## src/core/sdm_params.svh

```systemverilog
// Functional notes
// - Item selection and readback work at any time, motor running or not.
// - Item set and status bit meanings follow the speed or position variant.
// - Position variant reports reference pulse train speed in r/min.
// - Torque reference item reads as percent of rated torque.
// - Items give encoder pulses since U-phase edge and electrical angle.
// - Position error in units when scale bit is 0, hundreds when 1.
// - Position variant counts reference pulses, range 0 to 65535.
// - Status bit 5 is speed match or positioning done, per variant.
// - Speed variant status bit 17 shows the multi-purpose control input.
// - Status bits 18 and 19 show travel stops, masked when the disable switches are set.
// - Status bit 16 shows servo-on input or the force servo-on switch.
// - Pulse input word: pulse, sign, clear in bits 1 to 3, rest zero.
`ifndef SDM_PARAMS_SVH
`define SDM_PARAMS_SVH

// ============================================================
// Register offsets
`define SDM_OFS_CTRL      12'h000
`define SDM_OFS_DATA      12'h004
`define SDM_OFS_STATUS    12'h008
`define SDM_OFS_PULSE     12'h00C
`define SDM_OFS_INT_STAT  12'h010
`define SDM_OFS_INT_MASK  12'h014
`define SDM_OFS_REF_CNT   12'h018

// ============================================================
// Control register fields
`define SDM_CTRL_ITEM_LSB   0
`define SDM_CTRL_ITEM_MSB   3
`define SDM_CTRL_FORCE_SON  8
`define SDM_CTRL_FOT_DIS    9
`define SDM_CTRL_ROT_DIS    10
`define SDM_CTRL_DISP_SEL   11
`define SDM_CTRL_ERR_SCALE  12
`define SDM_CTRL_RST        13'h0000
`define SDM_MASK_RST        4'h0

// ============================================================
// Interrupt status bits
`define SDM_INT_ALARM  0
`define SDM_INT_TRAVEL 1
`define SDM_INT_DONE   2
`define SDM_INT_WRAP   3

// ============================================================
// Timing
`define SDM_CLK_HZ       100000000
`define SDM_RATE_WIN_US  1000
`define SDM_RATE_WIN_CYC (`SDM_RATE_WIN_US * (`SDM_CLK_HZ / 1000000))
`define SDM_ERR_DIV      100
`define SDM_RPM_FACTOR   (60 * (1000000 / `SDM_RATE_WIN_US))

`endif

```

## src/core/sdm_pkg.sv

```systemverilog
package sdm_pkg;

	// ============================================================
	// Monitor items
	typedef enum logic [3:0] {
		SDM_ITEM_SPEED     = 4'h0,
		SDM_ITEM_SPEED_REF = 4'h1,
		SDM_ITEM_TORQUE    = 4'h2,
		SDM_ITEM_U_PULSES  = 4'h3,
		SDM_ITEM_ANGLE     = 4'h4,
		SDM_ITEM_STATUS    = 4'h5,
		SDM_ITEM_PULSE_IN  = 4'h6,
		SDM_ITEM_REF_RATE  = 4'h7,
		SDM_ITEM_POS_ERR   = 4'h8,
		SDM_ITEM_REF_COUNT = 4'h9
	} sdm_item_t;

	// ============================================================
	// Pins from outside the clock domain
	typedef struct packed {
		logic servo_fault_out;
		logic rotation_detect_out;
		logic speed_match_out;
		logic position_done_out;
		logic fwd_limit_in;
		logic rev_limit_in;
		logic p_control_in;
		logic fwd_travel_stop_in;
		logic rev_travel_stop_in;
		logic servo_on_in;
		logic abs_request_in;
		logic pulse_train_in;
		logic pulse_sign_in;
		logic error_clear_in;
		logic enc_out_a;
		logic enc_out_b;
		logic enc_out_c;
		logic phase_u;
		logic phase_v;
		logic phase_w;
	} sdm_pin_t;

	// ============================================================
	// Values and states from the control loops (same clock)
	typedef struct packed {
		logic [31:0] motor_speed;
		logic [31:0] speed_ref;
		logic [31:0] torque_ref_pct;
		logic [31:0] u_edge_pulses;
		logic [31:0] elec_angle;
		logic [31:0] position_error;
		logic        dyn_brake_on;
		logic        reverse_mode;
		logic        mode_switch_on;
		logic        motor_power_on;
		logic        torque_limit_on;
	} sdm_values_t;

	typedef struct packed {
		logic [19:0] s1;
		logic [19:0] s2;
		logic [19:0] s3;
		sdm_pin_t    filt;
		logic [12:0] ctrl;
		logic [3:0]  int_stat;
		logic [3:0]  int_mask;
		logic [15:0] ref_cnt;
		logic [31:0] win_cnt;
		logic [31:0] win_pulses;
		logic [31:0] rate;
		logic [31:0] prdata;
		logic        pready;
		logic        pslverr;
		logic        irq;
	} sdm_state_t;

endpackage

```

## src/core/sdm_monitor.sv

```systemverilog
// Our own choices: register access over APB and the placing of the registers.
`timescale 1ns/1ps
`include "sdm_params.svh"

module sdm_monitor #(
	parameter bit          POSITION_VARIANT = 1'b0,
	parameter int unsigned RATE_WIN_CYC     = `SDM_RATE_WIN_CYC,
	parameter int unsigned PULSES_PER_REV   = 8192
) (
	input  wire logic                core_clk_i,
	input  wire logic                arst_n_i,
	input  wire logic                psel_i,
	input  wire logic                penable_i,
	input  wire logic                pwrite_i,
	input  wire logic [11:0]         paddr_i,
	input  wire logic [31:0]         pwdata_i,
	output logic      [31:0]         prdata_o,
	output logic                     pready_o,
	output logic                     pslverr_o,
	input  wire sdm_pkg::sdm_pin_t   pins_i,
	input  wire sdm_pkg::sdm_values_t values_i,
	output logic                     irq_o
);
	import sdm_pkg::*;

	localparam logic [31:0] WIN_LAST = 32'(RATE_WIN_CYC - 1);
	// Scaled by the real window so a shortened window still reads r/min
	localparam logic [63:0] RPM_MUL  = (64'h3C * 64'(`SDM_CLK_HZ)) /
		64'(RATE_WIN_CYC);
	localparam logic [31:0] PPR      = 32'(PULSES_PER_REV);

	sdm_state_t st;
	sdm_state_t next_st;

	// ============================================================
	// Combinational view
	sdm_pin_t    pin_new;
	logic [19:0] pin_vec;
	logic [31:0] status_word;
	logic [31:0] pulse_word;
	logic [31:0] item_val;
	logic [31:0] reg_val;
	logic        reg_hit;
	logic [3:0]  ev;
	logic        pulse_edge;
	logic        access;
	logic        wr;
	logic [63:0] rpm_prod;

	always_comb begin
		next_st = st;
		// Three-stage synchroniser; a change counts once stages 2 and 3 agree
		next_st.s1 = pins_i;
		next_st.s2 = st.s1;
		next_st.s3 = st.s2;
		pin_vec = (st.s2 & st.s3) | (st.filt & (st.s2 ^ st.s3));
		pin_new = sdm_pin_t'(pin_vec);
		next_st.filt = pin_new;

		// Status word
		status_word = 32'h0000_0000;
		status_word[1] = st.filt.servo_fault_out;
		status_word[2] = values_i.dyn_brake_on;
		status_word[3] = values_i.reverse_mode;
		status_word[4] = st.ctrl[`SDM_CTRL_DISP_SEL] ?
			values_i.torque_limit_on : st.filt.rotation_detect_out;
		status_word[5] = POSITION_VARIANT ?
			st.filt.position_done_out : st.filt.speed_match_out;
		status_word[6] = values_i.mode_switch_on;
		status_word[7] = st.filt.fwd_limit_in;
		status_word[8] = st.filt.rev_limit_in;
		status_word[9] = values_i.motor_power_on;
		status_word[10] = st.filt.enc_out_a;
		status_word[11] = st.filt.enc_out_b;
		status_word[12] = st.filt.enc_out_c;
		status_word[13] = st.filt.phase_u;
		status_word[14] = st.filt.phase_v;
		status_word[15] = st.filt.phase_w;
		status_word[16] = st.filt.servo_on_in |
			st.ctrl[`SDM_CTRL_FORCE_SON];
		status_word[17] = st.filt.p_control_in;
		status_word[18] = st.filt.fwd_travel_stop_in &
			~st.ctrl[`SDM_CTRL_FOT_DIS];
		status_word[19] = st.filt.rev_travel_stop_in &
			~st.ctrl[`SDM_CTRL_ROT_DIS];
		status_word[20] = POSITION_VARIANT ? 1'b0 :
			st.filt.abs_request_in;

		// Pulse input word, position variant only
		pulse_word = 32'h0000_0000;
		if (POSITION_VARIANT) begin
			pulse_word[1] = st.filt.pulse_train_in;
			pulse_word[2] = st.filt.pulse_sign_in;
			pulse_word[3] = st.filt.error_clear_in;
		end

		// Reference pulse count and rate over a fixed window
		pulse_edge = POSITION_VARIANT & pin_new.pulse_train_in &
			~st.filt.pulse_train_in;
		if (pulse_edge) begin
			next_st.ref_cnt = st.ref_cnt + 16'h0001;
		end
		if (st.win_cnt >= WIN_LAST) begin
			next_st.win_cnt = 32'h0000_0000;
			rpm_prod = {32'h0000_0000, st.win_pulses} * RPM_MUL;
			next_st.rate = 32'(rpm_prod / {32'h0000_0000, PPR});
			next_st.win_pulses = {31'h0000_0000, pulse_edge};
		end else begin
			next_st.win_cnt = st.win_cnt + 32'h0000_0001;
			rpm_prod = 64'h0000_0000_0000_0000;
			next_st.win_pulses = st.win_pulses + {31'h0000_0000, pulse_edge};
		end

		// Selected monitor item, readable at any time
		item_val = 32'h0000_0000;
		unique case (sdm_item_t'(st.ctrl[`SDM_CTRL_ITEM_MSB:`SDM_CTRL_ITEM_LSB]))
			SDM_ITEM_SPEED: begin
				item_val = values_i.motor_speed;
			end
			SDM_ITEM_SPEED_REF: begin
				if (!POSITION_VARIANT) begin
					item_val = values_i.speed_ref;
				end
			end
			SDM_ITEM_TORQUE: begin
				item_val = values_i.torque_ref_pct;
			end
			SDM_ITEM_U_PULSES: begin
				item_val = values_i.u_edge_pulses;
			end
			SDM_ITEM_ANGLE: begin
				item_val = values_i.elec_angle;
			end
			SDM_ITEM_STATUS: begin
				item_val = status_word;
			end
			SDM_ITEM_PULSE_IN: begin
				item_val = pulse_word;
			end
			SDM_ITEM_REF_RATE: begin
				if (POSITION_VARIANT) begin
					item_val = st.rate;
				end
			end
			SDM_ITEM_POS_ERR: begin
				if (POSITION_VARIANT) begin
					item_val = st.ctrl[`SDM_CTRL_ERR_SCALE] ?
						32'($signed(values_i.position_error) /
						32'sd`SDM_ERR_DIV) :
						values_i.position_error;
				end
			end
			SDM_ITEM_REF_COUNT: begin
				if (POSITION_VARIANT) begin
					item_val = {16'h0000, st.ref_cnt};
				end
			end
			default: begin
				item_val = 32'h0000_0000;
			end
		endcase

		// Events: alarm rise, travel stop rise, done/match rise, count wrap
		ev[`SDM_INT_ALARM] = pin_new.servo_fault_out & ~st.filt.servo_fault_out;
		ev[`SDM_INT_TRAVEL] = (pin_new.fwd_travel_stop_in &
			~st.filt.fwd_travel_stop_in) | (pin_new.rev_travel_stop_in &
			~st.filt.rev_travel_stop_in);
		ev[`SDM_INT_DONE] = POSITION_VARIANT ?
			(pin_new.position_done_out & ~st.filt.position_done_out) :
			(pin_new.speed_match_out & ~st.filt.speed_match_out);
		ev[`SDM_INT_WRAP] = pulse_edge & (st.ref_cnt == 16'hFFFF);

		// APB slave: one wait state, answer registered
		access = psel_i & penable_i & ~st.pready;
		wr = access & pwrite_i;
		reg_hit = 1'b1;
		reg_val = 32'h0000_0000;
		unique case (paddr_i)
			`SDM_OFS_CTRL:     reg_val = {19'h00000, st.ctrl};
			`SDM_OFS_DATA:     reg_val = item_val;
			`SDM_OFS_STATUS:   reg_val = status_word;
			`SDM_OFS_PULSE:    reg_val = pulse_word;
			`SDM_OFS_INT_STAT: reg_val = {28'h0000000, st.int_stat};
			`SDM_OFS_INT_MASK: reg_val = {28'h0000000, st.int_mask};
			`SDM_OFS_REF_CNT:  reg_val = {16'h0000, st.ref_cnt};
			default:           reg_hit = 1'b0;
		endcase
		next_st.pready = access;
		next_st.pslverr = access & ~reg_hit;
		next_st.prdata = (access & ~pwrite_i & reg_hit) ? reg_val :
			32'h0000_0000;

		next_st.int_stat = st.int_stat;
		if (wr) begin
			unique case (paddr_i)
				`SDM_OFS_CTRL: begin
					next_st.ctrl = pwdata_i[12:0];
				end
				`SDM_OFS_INT_STAT: begin
					next_st.int_stat = st.int_stat & ~pwdata_i[3:0];
				end
				`SDM_OFS_INT_MASK: begin
					next_st.int_mask = pwdata_i[3:0];
				end
				`SDM_OFS_REF_CNT: begin
					next_st.ref_cnt = 16'h0000;
				end
				default: begin
				end
			endcase
		end
		// Set wins over a same-cycle clear
		next_st.int_stat = next_st.int_stat | ev;
		next_st.irq = |(next_st.int_stat & next_st.int_mask);
	end

	// ============================================================
	// State register
	always_ff @(posedge core_clk_i or negedge arst_n_i) begin
		if (!arst_n_i) begin
			st <= '0;
			st.ctrl <= `SDM_CTRL_RST;
			st.int_mask <= `SDM_MASK_RST;
		end else begin
			st <= next_st;
		end
	end

	assign prdata_o = st.prdata;
	assign pready_o = st.pready;
	assign pslverr_o = st.pslverr;
	assign irq_o = st.irq;

endmodule

```

## config.mk

```make
export PLATFORM = sky130hd
export DESIGN_NAME = sdm_monitor
export DESIGN_NICKNAME = d
export VERILOG_FILES = /design/src/core/sdm_pkg.sv /design/src/core/sdm_monitor.sv
export VERILOG_INCLUDE_DIRS = /design/src /design/src/core
export SDC_FILE = /design/constraint.sdc
export NUM_CORES = 1
export LEC_CHECK = 0
export BUFFER_PORTS_ARGS = -buffer_cell sky130_fd_sc_hd__buf_2
export CAP_MARGIN = 20
export CORE_MARGIN = 3
export CORE_UTILIZATION = 38
export CTS_CLUSTER_SIZE = 20
export DETAILED_ROUTE_END_ITERATION = 10
export PLACE_DENSITY = 0.78
export SLEW_MARGIN = 20
export SYNTH_ARGS = -nofsm -noshare
export SYNTH_HDL_FRONTEND = slang
export SYNTH_SLANG_ARGS = --single-unit
```

## constraint.sdc

```tcl
create_clock -name core_clk_i -period 1.9 [get_ports core_clk_i]
set_input_delay 0 -clock core_clk_i [delete_from_list [all_inputs] [get_ports core_clk_i]]
set_output_delay 0 -clock core_clk_i [all_outputs]
set_load 0.02 [all_outputs]
```

==> results of run 1 <==
worst min-delay path: cells and delay by family:
| family | cells | cell delay, ns |
|---|---|---|
| AO/OA/AOI/OAI | 2 | 0.15 |
| AND/OR/NAND/NOR | 2 | 0.14 |
| buffers and inverters | 1 | 0.08 |
cell usage after synthesis, types with 2 or more instances:
cell type,number,area [sq um]
a21o_1,12,90.1
nor4bb_1,2,20.0
a221oi_1,3,26.3
a21oi_1,4,20.0
nand2_1,43,161
o2bb2ai_1,2,17.5
a21boi_0,4,30.0
nand4_1,2,12.5
o21ai_0,27,135
and2_4,2,17.5
a22oi_1,57,428
nor2b_1,2,12.5
buf_4,33,248
nor2_1,19,71.3
mux2_2,10,113
inv_1,7,26.3
a221o_1,5,50.1
a32oi_1,2,17.5
mux2_4,10,150
dfrtp_1,120,3000
and3_1,6,37.5
mux2i_1,12,120
buf_6,2,22.5
or2_2,5,31.3
nand3_1,17,85.1
nor4b_1,2,17.5
a32o_1,2,20.0
a222oi_1,16,160
nor4b_2,2,30.0
nor4_4,3,63.8
ha_1,16,200
and4_2,5,50.1
clkbuf_1,12,45.0
buf_2,13,65.1
routing by layer:
metal  GRT usage  up-vias
li1            -     2648
met5           0        -
met1       0.309     2883
met4       0.129        0
met3      0.0726       84
met2       0.452      420
path summary, 6_finish.rpt:
path / endpoint / cells past startpoint / startpoint
hold reg to reg: next_st[207] / 0 / next_st[227]
setup / recovery: prdata_o[15] / 7 / pready_o
min in group asynchronous: next_st[206] / 3 / arst_n_i
hold / removal: prdata_o[2] / 5 / values_i[71]
setup reg to reg: prdata_o[15] / 7 / pready_o
max in group asynchronous: prdata_o[23] / 3 / arst_n_i
area by class of cell:
type                            count  area, sq um  share of cell area
Clock inverter                     11          148              0.0154
Sequential cell                   120         3010               0.313
Timing Repair Buffer              448         3360               0.350
Clock buffer                       20          457              0.0475
Tap cell                          184          230              0.0240
Inverter                            7         26.3             0.00274
Multi-Input combinational cell    306         2380               0.247
flip-flops by register name, indices dropped and copies added, names as in the netlist:
register   flops
irq_o          1
next_st       32
prdata_o      32
pready_o       1
pslverr_o      1
st            53
logic make-up after synthesis:
group	count (synthesis)	synth area share
AOI/OAI and AO/OA	140	0.181
muxes	32	0.0666
and+or+nand+nor	118	0.121
adders and majority gates	16	0.0348
DFF	120	0.523
buffers and inverters	68	0.0743
metrics by stage:
stage	hold slack [ns]	total power (uW)
6_report	-0.00327	6780
5_1_grt	0.0469	7020
4_1_cts	0.00405	6800
3_5_place_dp	0.109	3230
3_3_place_gp	0.108	3220
2_1_floorplan	-0.296	2870
what timing repair did:
action,4_1_cts,5_1_grt
setup buffers,4,6
hold buffers,165,0
pin swaps,2,3
gates cloned,0,3
endpoints found under the setup margin,17,12
resized for setup,5,14
hold endpoints to repair,187,0
power by group through the flow:
stage                     combinational, uW  sequential (uW)  clock (uW)
after global routing                    838             2720        3460
after floorplan                         138             2740           0
after global placement                  467             2750           0
after detailed placement                477             2750           0
after CTS                               741             2710        3350
final                                   770             2710        3290
==> results.toml, run 1 <==
[die]
fp.dieH_um = 129
die_w_um = 129
rows = 44
core_area_sq_um = 14600
die_area_sq_um = 16600
ios = 301
start_util = 0.392

[sta]
rsz0062_at_grt = "yes"
max_freq_ghz = 0.540
setup_tns_ns = 0
layout_setup_ws_ns = 0.0485
tightest_slew_ns = 0.643
fin_crit_ns = 1.85
skew_ns = 0.0104
setup_viol = 0
fin_crit_sh = 0.974
maxSlewViolCount = 0
hold_ws_ns = -0.00327
hold_violations = 1
maxSlewHeadroom = 0.571

[global_route]
grt_pass1_vias = 6531
antenna_found_initial = 0
grt_max_degree = 121
grt_pass1_wl_mm = 33.9
grt_use_total = 0.265
overflow = 0

[synthesis]
syn-mean-instance-area_sq_um = 11.6
synth_top_flop_cell = "dfrtp_1"
synth-seq-cells = 120
synth_edf_count = 0
synth-async-reset-ratio = 1.00
ys_warn_count = 0
seq_area_frac_synth = 0.523
synth.net_count = 776
synthCells = 494
synth_cell_type_count = 49
syn_area_sq_um = 5750

[power]
irDropWorstVdd_v = 0.000502
swShare = 0.225
power.leakage_uw = 0.00463
switching_power_uw = 1530
pwr-share-clk = 0.486
p_int_uw = 5250
p_seq_frac = 0.400
p_comb_frac = 0.114
power_density_nw_per_um2 = 705

[cells_and_area]
final_util = 0.656
drive_gt1_frac = 0.395
antenna_cells = 0
layout.nets = 1182
area_growth_pct = 67.2
final_cell_mix = "buf_2 (244), dlygate4sd3_1 (165), dfrtp_1 (118)"
final_common_cell = "buf_2"
design_area_sq_um = 9610
nFillCells = 1006
final_cells = 1096

[detailed_routing]
drtAntennaViolNets = 0
wl_mm = 22.6
drt_iter0_drc = 458
drc = 0
routedWlPerCell_um = 20.6
wl_met2_mm = 11.2
vias = 6035
m1WireLength_mm = 8.60
maxUsedRoutingLayer = "met4"
vias_per_cell = 5.51
wl_met3_mm = 1.88
first_pass_iters = 8

[setup_path]
cp_top_family = "simple AND/OR/NAND/NOR gates"
cp_data_required_time_ns = 2.24
r2r_slack_ns = 0.05
cp_data_arrival_time_ns = 2.20
critPathKind = "reg -> reg"
startpoint_type = "register"
cp_max_fo = 25
slowest_stage = "dfrtp_1"
path_cells = "nor4bb_2 > nand3_1 > buf_4 > nor4_4 > buf_12 > and3_1 > a221o_1"
max_stage_delay_ns = 0.40
critPathBufInv = 2
end_kind = "register"

[placed_design]
gp_congestion = 0.802
place_area_sq_um = 7140
port_buffers = 245
hpwl_mm = 13.1
dpl_worst_slack_ns = -0.130
dpl.cell_count = 887

[cts]
clock_sinks = 120
root_buffer = "clkbuf_16"
htreeDepth = 4
cts_max_path_buffers = 2
cts_tree = "done"
clk_pin_slew_ns = 0.06
clkLatencyLatePin_ns = 0.41
cts_buffers = 17

[run_status]
violations = "hold timing"
status = "finished with violations"

[flow_run]
drv_cap = 0

[worst_hold_path]
hold_class = "in -> reg"
No activity file was read; power rests on OpenSTA's default activity.
==> run 2: changes to the inputs <==
--- a/config.mk
+++ b/config.mk
@@ -9,9 +9,11 @@
 export BUFFER_PORTS_ARGS = -buffer_cell sky130_fd_sc_hd__buf_2
 export CAP_MARGIN = 20
+export CELL_PAD_IN_SITES_DETAIL_PLACEMENT = 1
+export CELL_PAD_IN_SITES_GLOBAL_PLACEMENT = 1
 export CORE_MARGIN = 3
-export CORE_UTILIZATION = 38
+export CORE_UTILIZATION = 34
 export CTS_CLUSTER_SIZE = 20
 export DETAILED_ROUTE_END_ITERATION = 10
-export PLACE_DENSITY = 0.78
+export PLACE_DENSITY = 0.9
 export SLEW_MARGIN = 20
 export SYNTH_ARGS = -nofsm -noshare
==> constraint.sdc (replaced) <==
create_clock -name core_clk_i -period 1.9 [get_ports core_clk_i]
set_input_delay 0 -clock core_clk_i [delete_from_list [all_inputs] [get_ports core_clk_i]]
set_output_delay 0 -clock core_clk_i [all_outputs]
set_load 0.01 [all_outputs]
==> run 2 against run 1 <==
  * Via count is 3.5% higher
  * Design area is 1.4% higher
  * Worst setup slack lost 0.13 ns
  * Clock power is 4% higher
  * The run ends with setup timing left
  * Die area grew 11%
  * Sequential share of layout area fell by 0.46 points
==> results.toml, run 2 (synthesis gave the netlist of run 1 again) <==
[cts]
cts_buffers = 17
cts_max_path_buffers = 2
clk_pin_slew_ns = 0.06
clkLatencyLatePin_ns = 0.42
htreeDepth = 4
root_buffer = "clkbuf_16"
clock_sinks = 120
cts_tree = "done"

[setup_path]
cp_data_required_time_ns = 2.20
cp_max_fo = 5
startpoint_type = "register"
critPathKind = "reg -> reg"
end_kind = "register"
cp_data_arrival_time_ns = 2.28

[detailed_routing]
drc = 0
first_pass_iters = 5
wl_mm = 27.6
vias_per_cell = 5.40
drtAntennaViolNets = 0
drt_iter0_drc = 378
routedWlPerCell_um = 23.8
vias = 6247

[global_route]
grt-busiest-layer = "met2"
grt_pass1_wl_mm = 39.9
use_met1 = 0.290
met3_usage = 0.0796
grt_max_degree = 58
grt_pass1_vias = 7043
overflow = 0
met2_usage = 0.526
antenna_found_initial = 12
grt_use_total = 0.293

[die]
rows = 46
die_area_sq_um = 18500
core_area_sq_um = 16200
start_util = 0.354
ios = 301
die_w_um = 136
fp.dieH_um = 136

[power]
power_density_nw_per_um2 = 712
power.leakage_uw = 0.00471
irDropWorstVdd_v = 0.000606

[cells_and_area]
area_growth_pct = 69.5
design_area_sq_um = 9740
layout.nets = 1198
final_util = 0.600
final_cell_mix = "buf_2 (245), dlygate4sd3_1 (162), dfrtp_1 (120)"
final_common_cell = "buf_2"
largest_reg_flops = 53
drive_gt1_frac = 0.409
nFillCells = 1753
regMostFlops = "st"

[flow_run]
drv_cap = 0

[sta]
maxSlewHeadroom = 0.653
skew_ns = 0.0104
setup_viol = 3
max_freq_ghz = 0.505
layout_setup_ws_ns = -0.0786
rsz0062_at_grt = "yes"
tightest_slew_ns = 0.520
maxSlewViolCount = 0
fin_crit_ns = 1.98
setup_tns_ns = -0.117
fin_crit_sh = 1.04
hold_violations = 0

[run_status]
violations = "setup timing"
status = "finished with violations"

[placed_design]
gp_congestion = 0.769
port_buffers = 245
place_area_sq_um = 7170
hpwl_mm = 15.0

[worst_hold_path]
hold_class = "in -> reg"
==> run 2: worst paths after layout <==
check | to | slack (ns) | from | depth (start not counted)
min reg2reg | next_st[197] | 0.35 | next_st[217] | 0
max in group asynchronous | prdata_o[30] | 1.07 | arst_n_i | 3
min | prdata_o[1] | 0.04 | values_i[70] | 5
max reg2reg | prdata_o[15] | -0.08 | st[156] | 6
max | prdata_o[15] | -0.08 | st[156] | 6
min in group asynchronous | next_st[200] | 0.07 | arst_n_i | 2
==> run 2: critical path: stages (launching register included) <==
cell      delay (ns)
dfrtp_1         0.41
buf_6           0.15
and4bb_4        0.21
buf_12          0.14
a222oi_1        0.47
nand2_1         0.13
a221o_1         0.35
==> run 2: metal layers <==
metal	vias to the layer above	wire [um]
li1	2691	-
met1	3061	9460
met2	373	14500
met3	120	1900
met4	2	1710
met5	-	13
==> run 2: area by class of cell <==
type | count | area (sq um) | share of cell area
antenna | 12 | 30.0 | 0.00308
clock buffer | 18 | 429 | 0.0441
clock inverter | 14 | 188 | 0.0193
inverter | 7 | 26.3 | 0.00270
multi-input combinational | 306 | 2400 | 0.246
sequential | 120 | 3000 | 0.308
tap | 216 | 270 | 0.0277
timing repair buffer | 464 | 3390 | 0.348
==> run 2: power by group <==
part / internal (uW) / switching, uW / total (uW) / leakage, uW
sequential: 2650 / 68.8 / 2720 / 0.00152
combinational: 478 / 325 / 803 / 0.00289
clock: 2100 / 1320 / 3420 / 0.000292
==> run 2: timing repair <==
action | in CTS | in global routing
setup buffers | 5 | 18
hold buffers | 162 | 0
cloned | 0 | 2
pin swaps | 2 | 8
gates resized for setup | 6 | 17
endpoints found under the hold margin | 134 | 0
setup endpoints to repair | 13 | 27
==> run 2: per-stage QoR <==
stage	hold WS [ns]	worst slack [ns]	total power (uW)	std cells
final	0.0443	-0.0786	6940	1157
after global routing	0.0590	-0.135	7200	1157
after CTS	0.00126	0.00121	6910	1125
after detailed placement	-0.000937	-0.0751	3240	926
after global placement	-0.00805	-0.0770	3210	926
after floorplan	-0.296	0.150	2870	494
==> run 3: changes to the inputs <==
- PLACE_DENSITY: 0.9 -> unset
- PLACE_DENSITY_LB_ADDON: unset -> 0.1
==> run 3 against run 2 <==
  * The flow finishes with violations (hold timing)
  * Global-route usage is 4.0 points lower
  * Die area did not move
  * Worst hold slack worse by 0.053 ns
  * Clock skew is essentially flat
  * Register-to-register slack better by 0.15 ns
  * Power shrank 2.1%
  * Largest cell class unchanged
  * Largest power group unchanged
==> results.toml, run 3 (synthesis gave the netlist of run 1 again) <==
[run_status]
status = "finished with violations"
violations = "hold timing"

[cts]
root_buffer = "clkbuf_16"
cts_buffers = 17
clk_pin_slew_ns = 0.06
htreeDepth = 4
cts_tree = "done"
cts_max_path_buffers = 2
cts_setup_buffers = 0
clock_sinks = 120
clkLatencyLatePin_ns = 0.42

[sta]
fin_crit_sh = 0.960
hold_violations = 1
max_freq_ghz = 0.548
maxSlewHeadroom = 0.665
setup_viol = 0
tightest_slew_ns = 0.503
skew_ns = 0.0108
layout_setup_ws_ns = 0.0761
rsz0062_at_grt = "no"
hold_ws_ns = -0.00851
setup_tns_ns = 0
maxSlewViolCount = 0
fin_crit_ns = 1.82

[global_route]
antenna_found_initial = 1
grt_pass1_vias = 6651
grt_pass1_wl_mm = 35.6
grt_use_total = 0.253
grt_max_degree = 45
overflow = 0

[setup_path]
cp_data_arrival_time_ns = 2.12
path_cells = "and4bb_1 > buf_4 > a222oi_1 > nand2_1 > a221o_1"
end_kind = "register"
max_stage_delay_ns = 0.45
slowest_stage = "dfrtp_2"
startpoint_type = "register"
cp_top_family = "compound AO/OA/AOI/OAI gates"
cp_data_required_time_ns = 2.20
r2r-start = "st[156]"
cp_max_fo = 10
cp-startpoint = "st[156]"
critPathKind = "reg -> reg"
critPathBufInv = 1

[die]
start_util = 0.354
die_w_um = 136
core_area_sq_um = 16200
ios = 301
die_area_sq_um = 18500
rows = 46
fp.dieH_um = 136

[power]
power_density_nw_per_um2 = 725
design_power_total_uw = 6790
irDropWorstVdd_v = 0.000646
power.leakage_uw = 0.00452

[cells_and_area]
area_growth_pct = 63.1
largest_reg_flops = 53
drive_gt1_frac = 0.400
layout.nets = 1163
final_cell_mix = "buf_2 (244), dlygate4sd3_1 (151), dfrtp_1 (116)"
final_common_cell = "buf_2"
regMostFlops = "st"

[detailed_routing]
vias = 5771
drt_iter0_drc = 305
first_pass_iters = 5
vias_per_cell = 5.19
drc = 0
routedWlPerCell_um = 21.0
wl_mm = 23.3
drtAntennaViolNets = 0

[placed_design]
dpl_worst_slack_ns = 0.0436
hpwl_mm = 14.6
gp_congestion = 0.794
port_buffers = 245

[worst_hold_path]
min-delay-start = "values_i[39]"
hold_class = "in -> reg"

[flow_run]
drv_cap = 0
run 3: cell types whose count changed in the layout (fill, tap and decap cells not counted), sizes merged:
cell         delta
dlygate4sd3    -11
clkinv          +4
diode          -11
clkbuf          -1
buf            -23
inv             -4
run 3: per-layer routing:
layer	up-vias	share of wire	global-route usage	wire length, um
met5	-	0	0	0
met4	0	0.024	0.0969	567
met3	45	0.063	0.0588	1470
met2	246	0.53	0.467	12400
met1	2865	0.38	0.281	8900
li1	2615	-	-	-
run 3: power breakdown:
group | switching, uW | internal (uW) | leakage (uW)
Clock | 1220 | 2100 | 0.000293
Combinational | 293 | 461 | 0.00272
Sequential | 62.4 | 2650 | 0.00151
Total | 1580 | 5210 | 0.00452
run 3: layout make-up:
class	count	area (sq um)
Clock buffer	18	439
Clock inverter	14	171
Timing Repair Buffer	429	3080
Tap cell	216	270
Multi-Input combinational cell	306	2380
Sequential cell	120	3010
Inverter	7	26.3
Antenna cell	1	2.50
Fill cell	1756	6860
run 3: path summary, 6_finish.rpt:
check	end	cells after the start	slack, ns
max in group asynchronous	st[155]	3	1.15
worst min register to register	next_st[201]	0	0.35
worst max-delay path	prdata_o[13]	5	0.08
min in group asynchronous	next_st[211]	2	0.10
worst max register to register	prdata_o[13]	5	0.08
worst min-delay path	prdata_o[2]	5	-0.009
run 3: worst reg2reg max path: cells and delay by family (launching register included):
family | cells | cell delay (ns)
compound gates | 2 | 0.69
flops | 1 | 0.45
simple gates | 2 | 0.38
buf+inv | 1 | 0.19
run 3: timing repair:
action / in CTS / in global routing
endpoints found under the setup margin: 0 / 18
hold buffers: 151 / 0
endpoints found under the hold margin: 187 / 0
resized for setup: 0 / 6
run 3: per-stage QoR:
stage,utilization,instances,area (sq um)
after floorplan,-,494,5750
after global placement,0.445,927,7220
after detailed placement,0.445,927,7220
after CTS,0.576,1110,9350
after global routing,0.577,1111,9370
final,0.577,1111,9370
